$ cat src/design/psram_cfg.svh
// Bit positions, reset values, codes and timing counts shared by the
// configuration register logic and its burst address stepper.
// Assumes inclusion by bare name from files under design/.
`ifndef PSRAM_CFG_SVH
`define PSRAM_CFG_SVH

// Reset values
`define BUS_CFG_RESET 16'h9d4f
`define REF_CFG_RESET 16'h0010

// Bus configuration fields
`define BUS_LEN_MSB 2
`define BUS_LEN_LSB 0
`define BUS_WRAP_BIT 3
`define BUS_DRIVE_BIT 5
`define BUS_WAITCFG_BIT 8
`define BUS_WAITPOL_BIT 10
`define BUS_LAT_MSB 13
`define BUS_LAT_LSB 11
`define BUS_MODE_BIT 15

// Refresh configuration fields
`define REF_PART_MSB 2
`define REF_PART_LSB 0
`define REF_SLEEP_BIT 4
`define REF_TEMP_MSB 6
`define REF_TEMP_LSB 5
`define REF_PAGE_BIT 7

// Latency codes that are accepted
`define LAT_CODE_3CLK 3'h2
`define LAT_CODE_4CLK 3'h3

// Burst length codes
`define LEN_CODE_4 3'h1
`define LEN_CODE_8 3'h2
`define LEN_CODE_16 3'h3
`define LEN_CODE_CONT 3'h7

// Third-cycle data of the software load sequence
`define SW_SEL_REF 16'h0000
`define SW_SEL_BUS 16'h0001

// Refresh rate selections
`define TEMP_SENSOR 2'h0
`define TEMP_15C 2'h2
`define TEMP_45C 2'h1
`define TEMP_85C 2'h3

// Refresh partition codes and bounds
`define PART_FULL 3'h0
`define PART_HALF_LO 3'h1
`define PART_QUART_LO 3'h2
`define PART_EIGHTH_LO 3'h3
`define PART_NONE 3'h4
`define PART_HALF_HI 3'h5
`define PART_QUART_HI 3'h6
`define PART_EIGHTH_HI 3'h7
`define ADDR_BOTTOM 20'h00000
`define ADDR_TOP 20'hfffff
`define HALF_LO_END 20'h7ffff
`define QUART_LO_END 20'h3ffff
`define EIGHTH_LO_END 20'h1ffff
`define HALF_HI_START 20'h80000
`define QUART_HI_START 20'hc0000
`define EIGHTH_HI_START 20'he0000

// Wake-up initialisation time
`define INIT_TIME_US 150
`define CLK_FREQ_MHZ 25
`define INIT_CYCLES (`INIT_TIME_US * `CLK_FREQ_MHZ)

`endif

$ cat src/design/psram_cfg_pkg.sv
// Types shared by the configuration register logic.
// Assumes nothing beyond a SystemVerilog compiler.
package psram_cfg_pkg;

    // Burst engine states, Gray coded along idle-latency-transfer-end
    typedef enum logic [1:0] {
        ST_IDLE = 2'b00,
        ST_LATENCY = 2'b01,
        ST_XFER = 2'b11,
        ST_END = 2'b10
    } burst_state_t;

    typedef logic [15:0] cfg_word_t;
    typedef logic [19:0] word_addr_t;

endpackage

$ cat src/design/burst_next_addr.sv
// Next word address of a burst, with wrap inside the burst block.
// Assumes a combinational caller that registers the result.
`timescale 1ns/1ns
`include "psram_cfg.svh"

module burst_next_addr
    import psram_cfg_pkg::*;
#(
    parameter logic [2:0] LEN4_CODE = `LEN_CODE_4,
    parameter logic [2:0] LEN8_CODE = `LEN_CODE_8,
    parameter logic [2:0] LEN16_CODE = `LEN_CODE_16
) (
    input wire logic [2:0] lenCode,
    input wire logic wrapEn,
    input wire word_addr_t addr,
    output word_addr_t nextAddr,
    output logic [3:0] lastIndex,
    output logic continuous
);

    word_addr_t incr;
    word_addr_t mask;

    // Burst length decode, unknown codes run continuous
    always_comb begin
        continuous = 1'b0;
        lastIndex = 4'hf;
        case (lenCode)
            LEN4_CODE: lastIndex = 4'h3;
            LEN8_CODE: lastIndex = 4'h7;
            LEN16_CODE: lastIndex = 4'hf;
            default: continuous = 1'b1;
        endcase
    end

    // Wrap inside the aligned block, else linear with rollover to zero
    always_comb begin
        incr = addr + 20'h00001;
        mask = {16'h0000, lastIndex};
        if (wrapEn && !continuous) begin
            nextAddr = (addr & ~mask) | (incr & mask);
        end else begin
            nextAddr = incr;
        end
    end

endmodule

$ cat src/design/psram_cfg_regs.sv
// Configuration registers and synchronous burst sequencing of a pseudo
// static memory. Assumes bus pins arrive asynchronously to clk and the
// memory bus clock is far slower than clk.
`timescale 1ns/1ns
`include "psram_cfg.svh"

module psram_cfg_regs
    import psram_cfg_pkg::*;
#(
    parameter logic [2:0] LEN4_CODE = `LEN_CODE_4,
    parameter logic [2:0] LEN8_CODE = `LEN_CODE_8,
    parameter logic [2:0] LEN16_CODE = `LEN_CODE_16,
    parameter logic [11:0] INIT_CYCLES = 12'(`INIT_CYCLES)
) (
    input wire logic clk,
    input wire logic rst,
    input wire logic linkClk,
    input wire logic ceN,
    input wire logic advN,
    input wire logic weN,
    input wire logic oeN,
    input wire logic registerSelectPin,
    input wire logic swLoadReq,
    input wire word_addr_t addrIn,
    input wire cfg_word_t dqIn,
    output cfg_word_t dqOut,
    output logic dqOe,
    output logic waitOut,
    output logic waitOe,
    output word_addr_t arrayAddr,
    output logic arrayStrobe,
    output logic arrayWrite,
    output logic dataValid,
    output logic driveReduced,
    output logic syncMode,
    output logic pageModeEn,
    output logic deepSleepMode,
    output logic initBusy,
    output logic tempSensorEn,
    output logic [1:0] fixedRateSel,
    output logic refreshNone,
    output word_addr_t refreshStart,
    output word_addr_t refreshEnd,
    output logic latencyRejected,
    output cfg_word_t busCfgOut,
    output cfg_word_t refCfgOut
);

    localparam logic [42:0] SYNC_IDLE = {7'b0111100, 36'h0};

    logic [42:0] syncA_r;
    logic [42:0] syncB_r;
    logic linkPrev_r;
    logic wePrev_r;
    logic swPrev_r;
    logic linkS, ceNs, advNs, weNs, oeNs, creS, swS;
    word_addr_t addrS;
    cfg_word_t dqS;
    logic linkTick, creWrite, swWrite, busWrite, refWrite, latOk;
    cfg_word_t newVal;
    cfg_word_t busCfg_r;
    cfg_word_t refCfg_r;
    logic latRej_r;
    logic [11:0] initCnt_r;
    logic engineEn;
    burst_state_t state_r;
    logic [2:0] latCnt_r;
    logic [3:0] wordCnt_r;
    logic isWrite_r;
    word_addr_t addr_r;
    word_addr_t nextAddr;
    logic [3:0] lastIndex;
    logic continuous;
    logic lastLat, lastWord, waitAct;
    logic waitOut_r, waitOe_r, dqOe_r, strobe_r, arrayWrite_r;
    cfg_word_t dqOut_r;
    word_addr_t arrayAddr_r, refStart_r, refEnd_r;
    logic refNone_r;

    // Two-stage synchroniser for every bus pin
    always_ff @(posedge clk) begin
        if (rst) begin
            syncA_r <= SYNC_IDLE;
            syncB_r <= SYNC_IDLE;
        end else begin
            syncA_r <= {linkClk, ceN, advN, weN, oeN, registerSelectPin,
                        swLoadReq, addrIn, dqIn};
            syncB_r <= syncA_r;
        end
    end

    assign {linkS, ceNs, advNs, weNs, oeNs, creS, swS, addrS, dqS} = syncB_r;

    // Previous levels for edge detection
    always_ff @(posedge clk) begin
        if (rst) begin
            linkPrev_r <= 1'b0;
            wePrev_r <= 1'b1;
            swPrev_r <= 1'b0;
        end else begin
            linkPrev_r <= linkS;
            wePrev_r <= weNs;
            swPrev_r <= swS;
        end
    end

    // Register selection: select pin with A19, or software sequence
    assign linkTick = linkS && !linkPrev_r;
    assign creWrite = creS && !ceNs && !weNs && wePrev_r;
    assign swWrite = swS && !swPrev_r && !creS
                     && (dqS == `SW_SEL_BUS || dqS == `SW_SEL_REF);
    assign busWrite = (creWrite && addrS[19])
                      || (swWrite && dqS == `SW_SEL_BUS);
    assign refWrite = (creWrite && !addrS[19])
                      || (swWrite && dqS == `SW_SEL_REF);
    assign newVal = addrS[15:0];
    assign latOk = newVal[`BUS_LAT_MSB:`BUS_LAT_LSB] == `LAT_CODE_3CLK
                   || newVal[`BUS_LAT_MSB:`BUS_LAT_LSB] == `LAT_CODE_4CLK;

    // Bus configuration register, illegal latency keeps old field
    always_ff @(posedge clk) begin
        if (rst) begin
            busCfg_r <= `BUS_CFG_RESET;
            latRej_r <= 1'b0;
        end else if (busWrite) begin
            latRej_r <= !latOk;
            if (latOk) begin
                busCfg_r <= newVal;
            end else begin
                busCfg_r <= {newVal[15:14],
                             busCfg_r[`BUS_LAT_MSB:`BUS_LAT_LSB],
                             newVal[10:0]};
            end
        end
    end

    // Refresh configuration, software path cannot touch the sleep bit
    always_ff @(posedge clk) begin
        if (rst) begin
            refCfg_r <= `REF_CFG_RESET;
        end else if (refWrite) begin
            if (creWrite) begin
                refCfg_r <= newVal;
            end else begin
                refCfg_r <= {newVal[15:5], refCfg_r[`REF_SLEEP_BIT],
                             newVal[3:0]};
            end
        end
    end

    // Wake-up initialisation counter after deep sleep exit
    always_ff @(posedge clk) begin
        if (rst) begin
            initCnt_r <= 12'h000;
        end else if (creWrite && !addrS[19] && !refCfg_r[`REF_SLEEP_BIT]
                     && newVal[`REF_SLEEP_BIT]) begin
            initCnt_r <= INIT_CYCLES;
        end else if (initCnt_r != 12'h000) begin
            initCnt_r <= initCnt_r - 12'h001;
        end
    end

    // Burst engine runs only in synchronous mode while awake
    assign engineEn = !busCfg_r[`BUS_MODE_BIT]
                      && refCfg_r[`REF_SLEEP_BIT]
                      && initCnt_r == 12'h000;

    burst_next_addr #(
        .LEN4_CODE(LEN4_CODE),
        .LEN8_CODE(LEN8_CODE),
        .LEN16_CODE(LEN16_CODE)
    ) u_step (
        .lenCode(isWrite_r ? `LEN_CODE_CONT
                           : busCfg_r[`BUS_LEN_MSB:`BUS_LEN_LSB]),
        .wrapEn(!busCfg_r[`BUS_WRAP_BIT]),
        .addr(addr_r),
        .nextAddr(nextAddr),
        .lastIndex(lastIndex),
        .continuous(continuous)
    );

    // Latency ends when the count reaches the code, start edge counted
    assign lastLat = latCnt_r == busCfg_r[`BUS_LAT_MSB:`BUS_LAT_LSB];
    assign lastWord = !continuous && wordCnt_r == lastIndex;

    // Burst sequencing on memory bus clock edges
    always_ff @(posedge clk) begin
        if (rst) begin
            state_r <= ST_IDLE;
            latCnt_r <= 3'h0;
            wordCnt_r <= 4'h0;
            isWrite_r <= 1'b0;
            addr_r <= 20'h00000;
        end else if (ceNs) begin
            state_r <= ST_IDLE;
        end else if (linkTick) begin
            case (state_r)
                ST_IDLE: begin
                    if (!advNs && !creS && engineEn) begin
                        addr_r <= addrS;
                        isWrite_r <= !weNs;
                        latCnt_r <= 3'h1;
                        wordCnt_r <= 4'h0;
                        state_r <= ST_LATENCY;
                    end
                end
                ST_LATENCY: begin
                    if (lastLat) begin
                        state_r <= ST_XFER;
                    end else begin
                        latCnt_r <= latCnt_r + 3'h1;
                    end
                end
                ST_XFER: begin
                    addr_r <= nextAddr;
                    wordCnt_r <= wordCnt_r + 4'h1;
                    if (lastWord) begin
                        state_r <= ST_END;
                    end
                end
                ST_END: state_r <= ST_END;
                default: state_r <= ST_IDLE;
            endcase
        end
    end

    // Wait timing: early mode leads data by one bus clock
    always_comb begin
        if (busCfg_r[`BUS_WAITCFG_BIT]) begin
            waitAct = (state_r == ST_LATENCY && !lastLat)
                      || state_r == ST_END
                      || (state_r == ST_XFER && lastWord);
        end else begin
            waitAct = state_r == ST_LATENCY
                      || state_r == ST_END;
        end
    end

    // Wait pin with programmable polarity, driven while selected
    always_ff @(posedge clk) begin
        if (rst) begin
            waitOut_r <= 1'b0;
            waitOe_r <= 1'b0;
        end else begin
            waitOut_r <= busCfg_r[`BUS_WAITPOL_BIT] ? waitAct
                                                    : !waitAct;
            waitOe_r <= !ceNs;
        end
    end

    // Array access strobe for each transferred word
    always_ff @(posedge clk) begin
        if (rst) begin
            strobe_r <= 1'b0;
            arrayWrite_r <= 1'b0;
            arrayAddr_r <= 20'h00000;
        end else begin
            strobe_r <= linkTick && !ceNs && state_r == ST_XFER;
            if (linkTick && !ceNs && state_r == ST_XFER) begin
                arrayAddr_r <= addr_r;
                arrayWrite_r <= isWrite_r;
            end
        end
    end

    // Configuration read-back on the data pins
    always_ff @(posedge clk) begin
        if (rst) begin
            dqOut_r <= 16'h0000;
            dqOe_r <= 1'b0;
        end else begin
            dqOut_r <= addrS[19] ? busCfg_r : refCfg_r;
            dqOe_r <= creS && !ceNs && weNs && !oeNs;
        end
    end

    // Refresh partition bounds
    always_ff @(posedge clk) begin
        if (rst) begin
            refStart_r <= `ADDR_BOTTOM;
            refEnd_r <= `ADDR_TOP;
            refNone_r <= 1'b0;
        end else begin
            refNone_r <= 1'b0;
            refStart_r <= `ADDR_BOTTOM;
            refEnd_r <= `ADDR_TOP;
            case (refCfg_r[`REF_PART_MSB:`REF_PART_LSB])
                `PART_FULL: refEnd_r <= `ADDR_TOP;
                `PART_HALF_LO: refEnd_r <= `HALF_LO_END;
                `PART_QUART_LO: refEnd_r <= `QUART_LO_END;
                `PART_EIGHTH_LO: refEnd_r <= `EIGHTH_LO_END;
                `PART_NONE: refNone_r <= 1'b1;
                `PART_HALF_HI: refStart_r <= `HALF_HI_START;
                `PART_QUART_HI: refStart_r <= `QUART_HI_START;
                `PART_EIGHTH_HI: refStart_r <= `EIGHTH_HI_START;
                default: refNone_r <= 1'b0;
            endcase
        end
    end

    // Mode outputs straight from the registers
    assign driveReduced = busCfg_r[`BUS_DRIVE_BIT];
    assign syncMode = !busCfg_r[`BUS_MODE_BIT];
    assign pageModeEn = refCfg_r[`REF_PAGE_BIT];
    assign deepSleepMode = !refCfg_r[`REF_SLEEP_BIT];
    assign initBusy = initCnt_r != 12'h000;
    assign tempSensorEn = refCfg_r[`REF_TEMP_MSB:`REF_TEMP_LSB]
                          == `TEMP_SENSOR;
    assign fixedRateSel = refCfg_r[`REF_TEMP_MSB:`REF_TEMP_LSB];
    assign refreshNone = refNone_r;
    assign refreshStart = refStart_r;
    assign refreshEnd = refEnd_r;
    assign latencyRejected = latRej_r;
    assign busCfgOut = busCfg_r;
    assign refCfgOut = refCfg_r;
    assign dqOut = dqOut_r;
    assign dqOe = dqOe_r;
    assign waitOut = waitOut_r;
    assign waitOe = waitOe_r;
    assign arrayAddr = arrayAddr_r;
    assign arrayStrobe = strobe_r;
    assign arrayWrite = arrayWrite_r;
    assign dataValid = state_r == ST_XFER;
endmodule
$ cat config.mk
export PLATFORM = sky130hd
export DESIGN_NAME = psram_cfg_regs
export DESIGN_NICKNAME = d
export VERILOG_FILES = /design/src/design/psram_cfg_pkg.sv /design/src/design/burst_next_addr.sv /design/src/design/psram_cfg_regs.sv
export VERILOG_INCLUDE_DIRS = /design/src /design/src/design
export SDC_FILE = /design/constraint.sdc
export NUM_CORES = 1
export LEC_CHECK = 0
export ABC_CLOCK_PERIOD_IN_PS = 2400
export BUFFER_PORTS_ARGS = -buffer_cell sky130_fd_sc_hd__buf_2
export CORE_MARGIN = 8
export CORE_UTILIZATION = 57
export CTS_BUF_LIST = sky130_fd_sc_hd__clkbuf_8
export DETAILED_ROUTE_END_ITERATION = 8
export PLACE_DENSITY = 0.87
export SKIP_LAST_GASP = 1
export SYNTH_ARGS = -nofsm -noshare
export SYNTH_HDL_FRONTEND = slang
export SYNTH_SLANG_ARGS = --single-unit
$ cat constraint.sdc
create_clock -name clk -period 2.4 [get_ports clk]
set_input_delay 0.24 -clock clk [delete_from_list [all_inputs] [get_ports clk]]
set_output_delay 0.24 -clock clk [all_outputs]
set_load 0.01 [all_outputs]
Yosys cells after proc, flatten, opt, wreduce, memory -nomap -nowiden
Cells that the tools add are included.
- memories: 0
- output and inout bits: 124
- memory bits (read-only): 0
- word-level logic and storage cells: 143
- bits in registers: 246
- memory bits (writable): 0
- latch bits: 0
- div/mod/pow operators: 0
- magnitude comparators: 0
- reduce and logical (&&, ||, !) cells: 63
- $mul: 0
- equal/unequal tests: 22
- bitwise logic cells: 5
- add/sub/neg operators: 4
- multiplexer cells: 22
- shift operators: 0
- operators with widths (operator ; count):
    $pmux W20 S3 ; 2
    $mux W20 ; 2
    $pmux W20 S2 ; 1
    $logic_and A1 B1 Y1 ; 25
    $mux W12 ; 2
    $add A20 B1 Y20 const B ; 1
    $and A20 B20 Y20 ; 1
    $and A20 B4 Y20 ; 1
    $not A4 Y20 ; 1
    $or A20 B20 Y20 ; 1
    $eq A3 B2 Y1 const B ; 6
    $eq A16 B1 Y1 const B ; 1
    $logic_not A16 Y1 ; 1
    $mux W16 ; 1
    $pmux W4 S2 ; 2
    $logic_not A1 Y1 ; 14
    $eq A3 B3 Y1 const B ; 4
    $logic_not A12 Y1 ; 1
    $reduce_and A4 Y1 ; 3
    $reduce_bool A12 Y1 ; 1
    $sub A12 B1 Y12 const B ; 1
    $mux W3 ; 3
    $pmux W2 S4 ; 1
    $logic_or A1 B1 Y1 ; 7
    20 further kinds ; 33

Longest topological paths before layout
Gate-level depths: netlist (run 1).
- depth in word-level cells: 10
- depth in mapped cells: 8
- mapped depth without buffers: 7

Cells and area by module
Synthesis (run 1) repeated with hierarchy kept, for this count alone.
- cell total of the unflattened synthesis: 854
- area total of the unflattened synthesis: 8326.7 um^2
- by module, submodules not included (module ; area an instance (um^2) ; cells each ; instances ; seq. area each (um^2)):
    psram_cfg_regs ; 7817.5 ; 787 ; 1 ; 4244.1
    burst_next_addr ; 509.2 ; 67 ; 1 ; 0.0

Least setup slack after synthesis (run 1)
OpenSTA, ideal clock, no wires.
- path kind: reg2reg
- start: register initCnt_r[0]
- end: register state_r[0]
- arrival: 1900 ps
- path buffers: 0
- period minus slack after synthesis: 2016 ps
- setup slack: 384 ps
- stages on the path, launching flop included: 8
- required time: 2284 ps
- cell sequence: dfxtp_1 > inv_1 > ha_1 > nor4b_4 > a41oi_2 > a2111o_1 > or4_1 > o211a_1
- longest elaborated chain between the ends: 5
- RTL lines (element ; line ; source):
    start: declaration ; psram_cfg_regs.sv:64 ; logic [11:0] initCnt_r;
    start signal: assignment ; psram_cfg_regs.sv:159 ; initCnt_r <= initCnt_r - 12'h001;
    $logic_not A12 Y1 ; psram_cfg_regs.sv:166 ; && initCnt_r == 12'h000;
    $logic_and A1 B1 Y1 ; psram_cfg_regs.sv:164 ; assign engineEn = !busCfg_r[`BUS_MODE_BIT]
    $logic_and A1 B1 Y1 ; psram_cfg_regs.sv:199 ; if (!advNs && !creS && engineEn) begin
    $ne A2 B2 Y1 (no source line) ; - ;
    $reduce_and A4 Y1 (no source line) ; - ;
    end signal: assignment ; psram_cfg_regs.sv:195 ; state_r <= ST_IDLE;
    end signal: assignment ; psram_cfg_regs.sv:204 ; state_r <= ST_LATENCY;
    end signal: assignment ; psram_cfg_regs.sv:209 ; state_r <= ST_XFER;
    end: declaration ; psram_cfg_regs.sv:66 ; burst_state_t state_r;
No other way between the ends.
A chain may end at the register's enable or synchronous reset.

Worst setup path in the final report (run 1)
- start: register initCnt_r[0]
- end: output initBusy
- longest elaborated chain between the ends: 1
- RTL lines (element ; line ; source):
    $reduce_bool A12 Y1 ; psram_cfg_regs.sv:306 ; assign initBusy = initCnt_r != 12'h000;
    end: declaration ; psram_cfg_regs.sv:38 ; output logic initBusy,
No other way between the ends.

==> impl_metrics.ini, run 1 <==
[run_status]
status = finished clean

[clock_tree]
tritoncts = built
cts_sinks = 212
post_cts_buffers = 0
path_clk_slew_ns = 0.06
numCtsBuffers = 31
cts_root_buffer = clkbuf_8
clk_latency_ns = 0.56
htree_levels = 1
cts_buffer_depth = 3

[global_routing]
grt-ovfl-total = 0
grtUsageTotal_pct = 23.2
use_met2_pct = 40.4
grt_pass1_vias = 6736
use_met3_pct = 6.53
grt_most_used_layer = met2
grt_pass1_wl_um = 34500
grt_use_met1_pct = 25.4
antenna_found_initial = 1
grt_max_degree = 83

[route]
ant_nets = 0
vias = 6641
drc = 0
wl_um = 21400
vias_per_cell = 5.31
firstDrtPassIters = 5
wl_per_cell_um = 17.1
dr.first_iter.drc_count = 524

[sta]
hold_viol_final = 0
fmax_ghz = 0.436
slew_headroom_pct = 48.3
fin_worst_skew_ns = 0.0162
fin_crit_ns = 2.29
drv_slew = 0
worst_pin_slew_ns = 0.773
rsz0062_at_grt = yes
setup_viol = 0
finalCritPeriodShare_pct = 95.6
setup_tns_ns = 0

[worst_setup_path]
cp-start-kind = flip-flop
worstReg2RegEnd = state_r[0]$_SDFFE_PP0P_
cp.arrival_ns = 2.05
r2r_slack_ns = 0.11
crit_start = initCnt_r[0]$_SDFFE_PP0P_
end_kind = primary output
reg2reg_from = initCnt_r[0]$_SDFFE_PP0P_
reg2reg_depth = 7
crit_fanout = 16
worstSetupPathType = flip-flop to primary output
worstSetupEndpoint = initBusy
crit_required_ns = 2.16

[final_layout]
finalNetCount = 1100
finish.instance_area_um2 = 10000
finalNonFillerCells = 1250
final_layout_size_suffix_gt1_share_pct = 21.4
multi_input_area_um2 = 3530
nFillCells = 964
syn_to_final_growth_pct = 22.5
postLayoutCoreUtil_pct = 71.8
regArea_um2 = 4240

[yosys]
synth_commonest_cells = 212 x dfxtp_1, 88 x nor2b_1, 85 x nor2_1, 65 x nand2_1, 59 x a21oi_1
async_reset_ff_share_pct = 0
synth_ff_type = dfxtp_1
synth.most_common_cell = dfxtp_1
yosysSeqAreaShare_pct = 52.0
synth_edf_count = 0
syn_area_per_cell_um2 = 9.47
syn_inst = 862
yosys.area.top_type = dfxtp_1
synth_area_um2 = 8160
synthDominantCellAreaShare_pct = 52.0
yosys_warnings = 0
ys_ff_latch = 212
synth.area.top_cells = dfxtp_1 52%, nor2b_1 6.7%, mux2i_1 4.7%
synth_cell_types = 69

[die]
die_height_um = 136
die_w_um = 136
ios = 169
die_area_um2 = 18400
start_util_pct = 58.6
core_um2 = 13900
num_rows = 43

[pwr]
ir_worst_vdd_v = 0.000693
report.power.total_mw = 7.57
p_leak_nw = 4.21
p_per_area_nw_per_um2 = 757

[placement]
numPortBuffers = 134
post_dp_cell_area_um2 = 8910
dp_cells = 1150
gp_congestion = 0.878
dp_hpwl_um = 13900

[job]
cap_viol_max_count = 0

[min_path]
min_path_type = input port to flip-flop
## worst max-delay path, stage by stage, from the launching register on
cell and delay (ns):
dfxtp_1 0.35, inv_1 0.10, ha_1 0.15, nor4b_4 0.30
nand3_2 0.33, buf_2 0.28
## registers in the layout, indices dropped and copies added (netlist names), 2 cells and up, named ones only
register / flops
wordCnt_r: 4
latCnt_r: 3
state_r: 2
syncA_r: 43
busCfgOut: 16
refCfgOut: 16
initCnt_r: 12
refreshStart: 3
dqOut: 16
syncB_r: 43
refreshEnd: 3
addr_r: 18
arrayAddr: 20
## cells by family after synthesis
| group | count (synthesis) | share of synthesized area [%] |
|---|---|---|
| DFF | 212 | 52.0 |
| other | 2 | 0.0920 |
| xor gates and xnor gates | 22 | 2.36 |
| adders and majority gates | 9 | 1.38 |
| AOI/OAI and AO/OA | 127 | 10.0 |
| muxes | 39 | 4.80 |
| and+or+nand+nor | 351 | 22.9 |
| buffers and inverters | 100 | 6.47 |
## final cells by class
| cell class | count | area share, % |
|---|---|---|
| diodes | 1 | 0.0250 |
| clock buffers | 40 | 5.50 |
| clock inverters | 16 | 0.926 |
| inverters | 21 | 0.788 |
| multi-input cells | 582 | 35.3 |
| flip-flops and latches | 212 | 42.4 |
| well taps | 180 | 2.25 |
| repair buffers | 198 | 12.8 |
## power breakdown
part	switching, mW	internal (mW)	leakage (nW)
Combinational	0.465	0.396	2.11
Clock	1.32	1.59	0.374
Sequential	0.133	3.66	1.73
## stage by stage
stage               hold WS [ns]  worst slack (ns)
floorplan                  0.344             0.384
global placement           0.375             0.314
detailed placement         0.385             0.211
CTS                        0.116             0.124
global route               0.143           -0.0122
finish                     0.138             0.105
## worst min-delay path by stage
stage                                      start                     end  slack (ns)  cells after the start
after floorplan                              oeN  syncA_r[38]$_SDFF_PP1_        0.34                      1
after global placement    syncB_r[38]$_SDFF_PP1_         dqOe$_SDFF_PP0_        0.38                      1
after detailed placement  syncB_r[38]$_SDFF_PP1_         dqOe$_SDFF_PP0_        0.38                      1
after CTS                                    rst   syncB_r[8]$_SDFF_PP0_        0.12                      2
after global routing                         rst  syncA_r[14]$_SDFF_PP0_        0.14                      2
final                                        rst  syncA_r[14]$_SDFF_PP0_        0.14                      2
## metal layers
| metal | part of all wire (%) | vias to the layer above |
|---|---|---|
| li1 | - | 3217 |
| met1 | 39 | 3098 |
| met2 | 50 | 257 |
| met3 | 7.4 | 69 |
| met4 | 4.0 | 0 |
| met5 | 0 | - |
## repair_timing
action	4_1_cts	5_1_grt
hold endpoints to repair	43	0
resized for setup	1	1
hold buffers	43	0
pin swaps	0	0
setup endpoints to repair	1	2
cloned	0	0
## placed cells by master, fill, tap and decap left out, types with 3 or more instances in the layout
cell type,instances
o21ai_0,20
o32ai_1,3
nand3_1,23
dlygate4sd3_1,43
or2_2,11
buf_2,133
or4_1,4
a21o_1,4
xnor2_1,9
nor3_1,18
a21oi_1,59
ha_1,9
dfxtp_1,212
a31oi_1,4
o21a_1,3
nand3b_1,3
inv_1,32
nor4_1,11
nor2_1,85
buf_4,20
or3_1,6
clkbuf_8,40
nand4_1,7
nand2_1,65
conb_1,34
a22oi_1,3
mux2i_1,38
nor2b_1,88
a211oi_1,9
nand2b_1,10
xor2_1,13
No activity file was read; power rests on OpenSTA's default activity.
==> run 2: changes to the inputs <==
--- a/config.mk
+++ b/config.mk
@@ -8,7 +8,7 @@
 export LEC_CHECK = 0
 export ABC_CLOCK_PERIOD_IN_PS = 2400
 export BUFFER_PORTS_ARGS = -buffer_cell sky130_fd_sc_hd__buf_2
-export CORE_MARGIN = 8
+export CORE_MARGIN = 2
 export CORE_UTILIZATION = 57
 export CTS_BUF_LIST = sky130_fd_sc_hd__clkbuf_8
 export DETAILED_ROUTE_END_ITERATION = 8
==> run 2 against run 1 <==
- worst setup slack improved by 0.056 ns
- cell area grew 0.51%
- wire length decreased by 0.52%
- first-iteration DRC count shrank 0.38%
- largest cell class unchanged
==> impl_metrics.ini, run 2 (synthesized netlist as in run 1, its figures left out) <==
[clock_tree]
htree_levels = 2
cts_root_buffer = clkbuf_8
cts_sinks = 212
post_cts_buffers = 0
tritoncts = built
cts_buffer_depth = 3
clk_latency_ns = 0.51
path_clk_slew_ns = 0.06
numCtsBuffers = 34

[sta]
setup_tns_ns = 0
fmax_ghz = 0.447
finalCritPeriodShare_pct = 93.3
setup_viol = 0
slew_headroom_pct = 52.9
rsz0062_at_grt = no
drv_slew = 0
fin_worst_skew_ns = 0.0159
hold_viol_final = 0
fin_crit_ns = 2.24
worst_pin_slew_ns = 0.707

[pwr]
ir_worst_vdd_v = 0.000754
comb_power_share_pct = 11.0
report.power.total_mw = 7.62
clock_power_share_pct = 39.2
p_per_area_nw_per_um2 = 758
p_switching_mw = 1.99
cellInternalPower_mw = 5.63
power_frac_seq_pct = 49.8
p_sw_share_pct = 26.1
p_leak_nw = 4.25

[worst_setup_path]
crit_fanout = 16
critPathMaxStageDelay_ns = 0.35
path_cells = inv_1 -> ha_1 -> nor4b_4 -> nand3_2 -> buf_2
reg2reg_depth = 7
critPathBufInv = 2
cp-start-kind = flip-flop
slowest_stage = dfxtp_1
crit_required_ns = 2.16
worstReg2RegEnd = state_r[0]$_SDFFE_PP0P_
end_kind = primary output
critical_path.top_delay_family = simple AND/OR/NAND/NOR gates
r2r_slack_ns = 0.22
worstSetupPathType = flip-flop to primary output
reg2reg_from = initCnt_r[0]$_SDFFE_PP0P_
cp.arrival_ns = 2.00

[route]
ant_nets = 0
wl_um = 21300
dr.first_iter.drc_count = 522
vias = 6920
vias_per_cell = 5.49
wl_per_cell_um = 16.9
firstDrtPassIters = 7
drc = 0

[die]
core_um2 = 13900
ios = 169
start_util_pct = 58.6
die_w_um = 124
die_height_um = 124
die_area_um2 = 15300
num_rows = 43

[global_routing]
grt_max_degree = 105
antenna_found_initial = 0
grt_pass1_vias = 6701
grt_pass1_wl_um = 33800
grt-ovfl-total = 0
grtUsageTotal_pct = 28.2

[final_layout]
syn_to_final_growth_pct = 23.2
multi_input_area_um2 = 3520
regArea_um2 = 4240
layout_commonest_cell = dfxtp_1
finalNetCount = 1110
n_antenna_cell = 0
nFillCells = 942
final_cell_mix = 212 x dfxtp_1, 133 x buf_2, 88 x nor2b_1
final_layout_size_suffix_gt1_share_pct = 21.9

[run_status]
status = finished clean

[min_path]
hold_end = dqOut[0]$_SDFF_PP0_
worstHoldPathCells = 2
min_from = rst
min_path_type = input port to flip-flop

[placement]
dp_hpwl_um = 12900
numPortBuffers = 134
gp_congestion = 0.909

[job]
cap_viol_max_count = 0
[run 2: how the worst max path moves through the flow]
stage	startpoint	end	slack (ns)	cells past startpoint
6_report	initCnt_r[0]$_SDFFE_PP0P_	initBusy	0.16	5
5_1_grt	initCnt_r[0]$_SDFFE_PP0P_	initBusy	0.03	5
4_1_cts	initCnt_r[0]$_SDFFE_PP0P_	initBusy	0.17	5
3_5_place_dp	initCnt_r[0]$_SDFFE_PP0P_	state_r[0]$_SDFFE_PP0P_	0.28	7
3_3_place_gp	initCnt_r[0]$_SDFFE_PP0P_	state_r[0]$_SDFFE_PP0P_	0.38	7
2_1_floorplan	initCnt_r[0]$_SDFFE_PP0P_	state_r[0]$_SDFFE_PP0P_	0.38	7
[run 2: layout make-up]
| class | instances | share of cell area [%] |
|---|---|---|
| well taps | 180 | 2.24 |
| flip-flops and latches | 212 | 42.2 |
| inverters | 21 | 0.784 |
| clock inverters | 18 | 0.846 |
| clock buffers | 42 | 5.75 |
| multi-input cells | 582 | 35.1 |
| repair buffers | 205 | 13.1 |
[run 2: timing repair]
action                     in CTS  in global routing
hold buffers                   42                  1
gates resized for setup         1                  0
hold endpoints to repair       42                  1
setup endpoints to repair       1                  0
[run 2: routing by layer]
layer	vias up	track usage (%)	share of wire, %
li1	3230	-	-
met1	3257	32.8	37
met2	343	49.5	50
met3	90	6.32	8.3
met4	0	12.8	4.1
met5	-	0	0
[run 2: metrics by stage]
stage                     hold slack (ns)  cell area (um^2)  instances  utilization, %  setup WS (ns)
after floorplan                     0.344              8280        894               -          0.384
after global placement              0.380              8950       1157            64.3          0.383
after detailed placement            0.390              8950       1157            64.3          0.277
after CTS                         0.00411             10000       1259            72.1          0.167
after global routing                0.252             10100       1260            72.1         0.0279
final                               0.216             10100       1260            72.1          0.161
[run 2: power by group through the flow]
stage	Combinational [mW]	Clock, mW	Sequential, mW
3_5_place_dp	0.748	0	3.86
5_1_grt	0.934	3.19	3.81
2_1_floorplan	0.626	0	3.83
4_1_cts	0.817	3.00	3.79
3_3_place_gp	0.724	0	3.85
6_report	0.837	2.99	3.80
==> run 3: changes to the inputs <==
--- a/config.mk
+++ b/config.mk
@@ -6,14 +6,15 @@
 export SDC_FILE = /design/constraint.sdc
 export NUM_CORES = 1
 export LEC_CHECK = 0
-export ABC_CLOCK_PERIOD_IN_PS = 2400
+export ABC_CLOCK_PERIOD_IN_PS = 2050
 export BUFFER_PORTS_ARGS = -buffer_cell sky130_fd_sc_hd__buf_2
 export CORE_MARGIN = 2
-export CORE_UTILIZATION = 57
+export CORE_UTILIZATION = 51
 export CTS_BUF_LIST = sky130_fd_sc_hd__clkbuf_8
 export DETAILED_ROUTE_END_ITERATION = 8
-export PLACE_DENSITY = 0.87
+export PLACE_DENSITY = 0.78
 export SKIP_LAST_GASP = 1
 export SYNTH_ARGS = -nofsm -noshare
 export SYNTH_HDL_FRONTEND = slang
+export SYNTH_HIERARCHICAL = 1
 export SYNTH_SLANG_ARGS = --single-unit
==> constraint.sdc (replaced) <==
create_clock -name clk -period 2.05 [get_ports clk]
set_input_delay 0.205 -clock clk [delete_from_list [all_inputs] [get_ports clk]]
set_output_delay 0.205 -clock clk [all_outputs]
set_load 0.01 [all_outputs]
==> run 3 against run 2 <==
- synthesized cell count is 0.93% lower
- worst setup slack worse by 0.15 ns
- first-iteration DRC count down 11%
- critical path depth increased by 4
- cell count increased by 3.4%
- via count decreased by 5.0%
- hold slack improved by 0.17 ns
- global-route usage down 6.0 points
- largest cell class unchanged
==> impl_metrics.ini, run 3 <==
[clock_tree]
clk_latency_ns = 0.53
cts_root_buffer = clkbuf_8
htree_levels = 2
cts_sinks = 212
path_clk_slew_ns = 0.06
cts_buffer_depth = 3
numCtsBuffers = 35
tritoncts = built

[yosys]
async_reset_ff_share_pct = 0
syn_area_per_cell_um2 = 9.75
synth_area_um2 = 8330
synth_edf_count = 0
yosys.area.top_type = dfxtp_1
synth.area.top_cells = dfxtp_1 51%, mux2i_1 6.9%, nor2b_1 6.2%
yosys_warnings = 6
synth_cell_types = 65
yosysSeqAreaShare_pct = 51.0
synth_commonest_cells = 212 x dfxtp_1, 83 x nor2b_1, 70 x nand2_1, 69 x nor2_1, 63 x a21oi_1
ys_ff_latch = 212
synth_ff_type = dfxtp_1
synth.most_common_cell = dfxtp_1
synthDominantCellAreaShare_pct = 51.0
syn_inst = 854

[worst_setup_path]
slowest_stage = dfxtp_2
critPathBufInv = 2
cp.arrival_ns = 2.47
worstSetupPathType = flip-flop to flip-flop
critPathMaxStageDelay_ns = 0.32
critical_path.top_delay_family = compound AO/OA/AOI/OAI gates
cp-start-kind = flip-flop
end_kind = flip-flop
crit_fanout = 8
crit_required_ns = 2.49
path_cells = or2_4 -> o21ba_4 -> inv_4 -> o2111ai_4 -> buf_6 -> nor4_4 -> xor2_1 -> mux2i_1 -> a211oi_1

[final_layout]
n_antenna_cell = 0
layout_commonest_cell = dfxtp_1
finalNetCount = 1114
finish.instance_area_um2 = 10600
final_layout_size_suffix_gt1_share_pct = 26.3
finalNonFillerCells = 1303
final_cell_mix = 207 x dfxtp_1, 132 x buf_2, 83 x nor2b_1
nFillCells = 1186
syn_to_final_growth_pct = 27.6
postLayoutCoreUtil_pct = 66.6
reg_top3 = syncA_r (43), syncB_r (43)

[route]
dr.first_iter.drc_count = 462
wl_um = 19800
ant_nets = 0
drc = 0
wl_per_cell_um = 15.2
vias = 6572
firstDrtPassIters = 5
vias_per_cell = 5.04

[pwr]
p_per_area_nw_per_um2 = 910
ir_worst_vdd_v = 0.000613
power_frac_seq_pct = 46.1
clock_power_share_pct = 39.7
p_switching_mw = 2.48
comb_power_share_pct = 14.1
cellInternalPower_mw = 7.18
p_sw_share_pct = 25.7
p_leak_nw = 4.40

[sta]
fmax_ghz = 0.491
rsz0062_at_grt = yes
finalCritPeriodShare_pct = 99.3
drv_slew = 0
fin_crit_ns = 2.03
fin_worst_skew_ns = 0.0154
setup_viol = 0
hold_viol_final = 0

[job]
cap_viol_max_count = 0

[min_path]
min_path_type = flip-flop to flip-flop

[global_routing]
grtUsageTotal_pct = 22.2
grt-ovfl-total = 0
grt_pass1_wl_um = 31500
grt_pass1_vias = 6339
grt_max_degree = 66
antenna_found_initial = 0

[die]
core_um2 = 15900
ios = 169
num_rows = 46
start_util_pct = 52.2
die_height_um = 132
die_area_um2 = 17400
die_w_um = 132

[placement]
gp_congestion = 0.867
post_dp_cell_area_um2 = 9210
dp_cells = 1184
numPortBuffers = 134
dp_hpwl_um = 12600

[run_status]
status = finished clean
run 3: path summary, 6_finish.rpt:
| check | endpoint | start | slack [ns] | cells after the start |
|---|---|---|---|---|
| worst min register to register | dqOe$_SDFF_PP0_ | syncB_r[38]$_SDFF_PP1_ | 0.38 | 1 |
| worst max register to register | addr_r[16]$_SDFFE_PP0P_ | busCfgOut[0]$_SDFFE_PP1P_ | 0.02 | 9 |
| worst max-delay path | addr_r[16]$_SDFFE_PP0P_ | busCfgOut[0]$_SDFFE_PP1P_ | 0.02 | 9 |
| worst min-delay path | dqOe$_SDFF_PP0_ | syncB_r[38]$_SDFF_PP1_ | 0.38 | 1 |
run 3: layout make-up:
| type | count | area [um^2] | share of cell area, % |
|---|---|---|---|
| clock buffer | 46 | 633 | 5.96 |
| sequential | 212 | 4250 | 40.0 |
| clock inverter | 17 | 120 | 1.13 |
| tap | 216 | 270 | 2.54 |
| inverter | 22 | 87.6 | 0.825 |
| timing repair buffer | 221 | 1550 | 14.5 |
| multi-input combinational | 569 | 3710 | 35.0 |
run 3: through the flow:
step / total power, mW / TNS [ns] / setup slack, ns / hold WS, ns
after floorplan: 5.33 / 0 / 0.109 / 0.309
after global placement: 5.53 / 0 / 0.0640 / 0.377
after detailed placement: 5.57 / 0 / 0.00257 / 0.372
after CTS: 9.67 / -0.0102 / -0.0102 / 0.375
after global routing: 10.1 / -0.0848 / -0.0315 / 0.392
final: 9.66 / 0 / 0.0150 / 0.384
run 3: cells by family after synthesis:
family | synth area share [%]
AND/OR/NAND/NOR | 20.2
XOR/XNOR | 3.68
adder cells (fa/ha/maj) | 1.20
buffers and inverters | 7.11
other | 0.135
AO/OA/AOI/OAI | 9.89
flip-flops | 51.0
multiplexers | 6.85
run 3: repair_timing:
| item | CTS | global route |
|---|---|---|
| hold buffers | 44 | 0 |
| buffers inserted | 7 | 6 |
| gates cloned | 0 | 0 |
| pin swaps | 12 | 12 |
| resized for setup | 18 | 17 |
| setup endpoints to repair | 16 | 18 |
| endpoints found under the hold margin | 57 | 0 |
run 3: worst reg2reg max path: cells and delay by family, from the launching register on:
kind | cells | cell delay (ns)
AO/OA/AOI/OAI | 3 | 0.67
AND/OR/NAND/NOR | 2 | 0.40
flip-flops | 1 | 0.32
buffers and inverters | 2 | 0.28
XOR/XNOR | 1 | 0.18
multiplexers | 1 | 0.09
run 3: power groups by stage:
stage	clock (mW)	combinational, mW	sequential (mW)
CTS	3.93	1.29	4.45
global route	4.10	1.48	4.48
finish	3.84	1.37	4.46
detailed placement	0	1.04	4.53
floorplan	0	0.829	4.50
global placement	0	1.01	4.52
run 3: per-layer routing:
layer / share of wire (%) / track usage (%) / vias up / wire length (um)
met2: 48 / 37.6 / 266 / 9570
met5: 0 / 0 / - / 0
met4: 2.5 / 8.51 / 0 / 494
li1: - / - / 3210 / -
met3: 6.8 / 4.58 / 45 / 1340
met1: 42 / 27.9 / 3051 / 8380
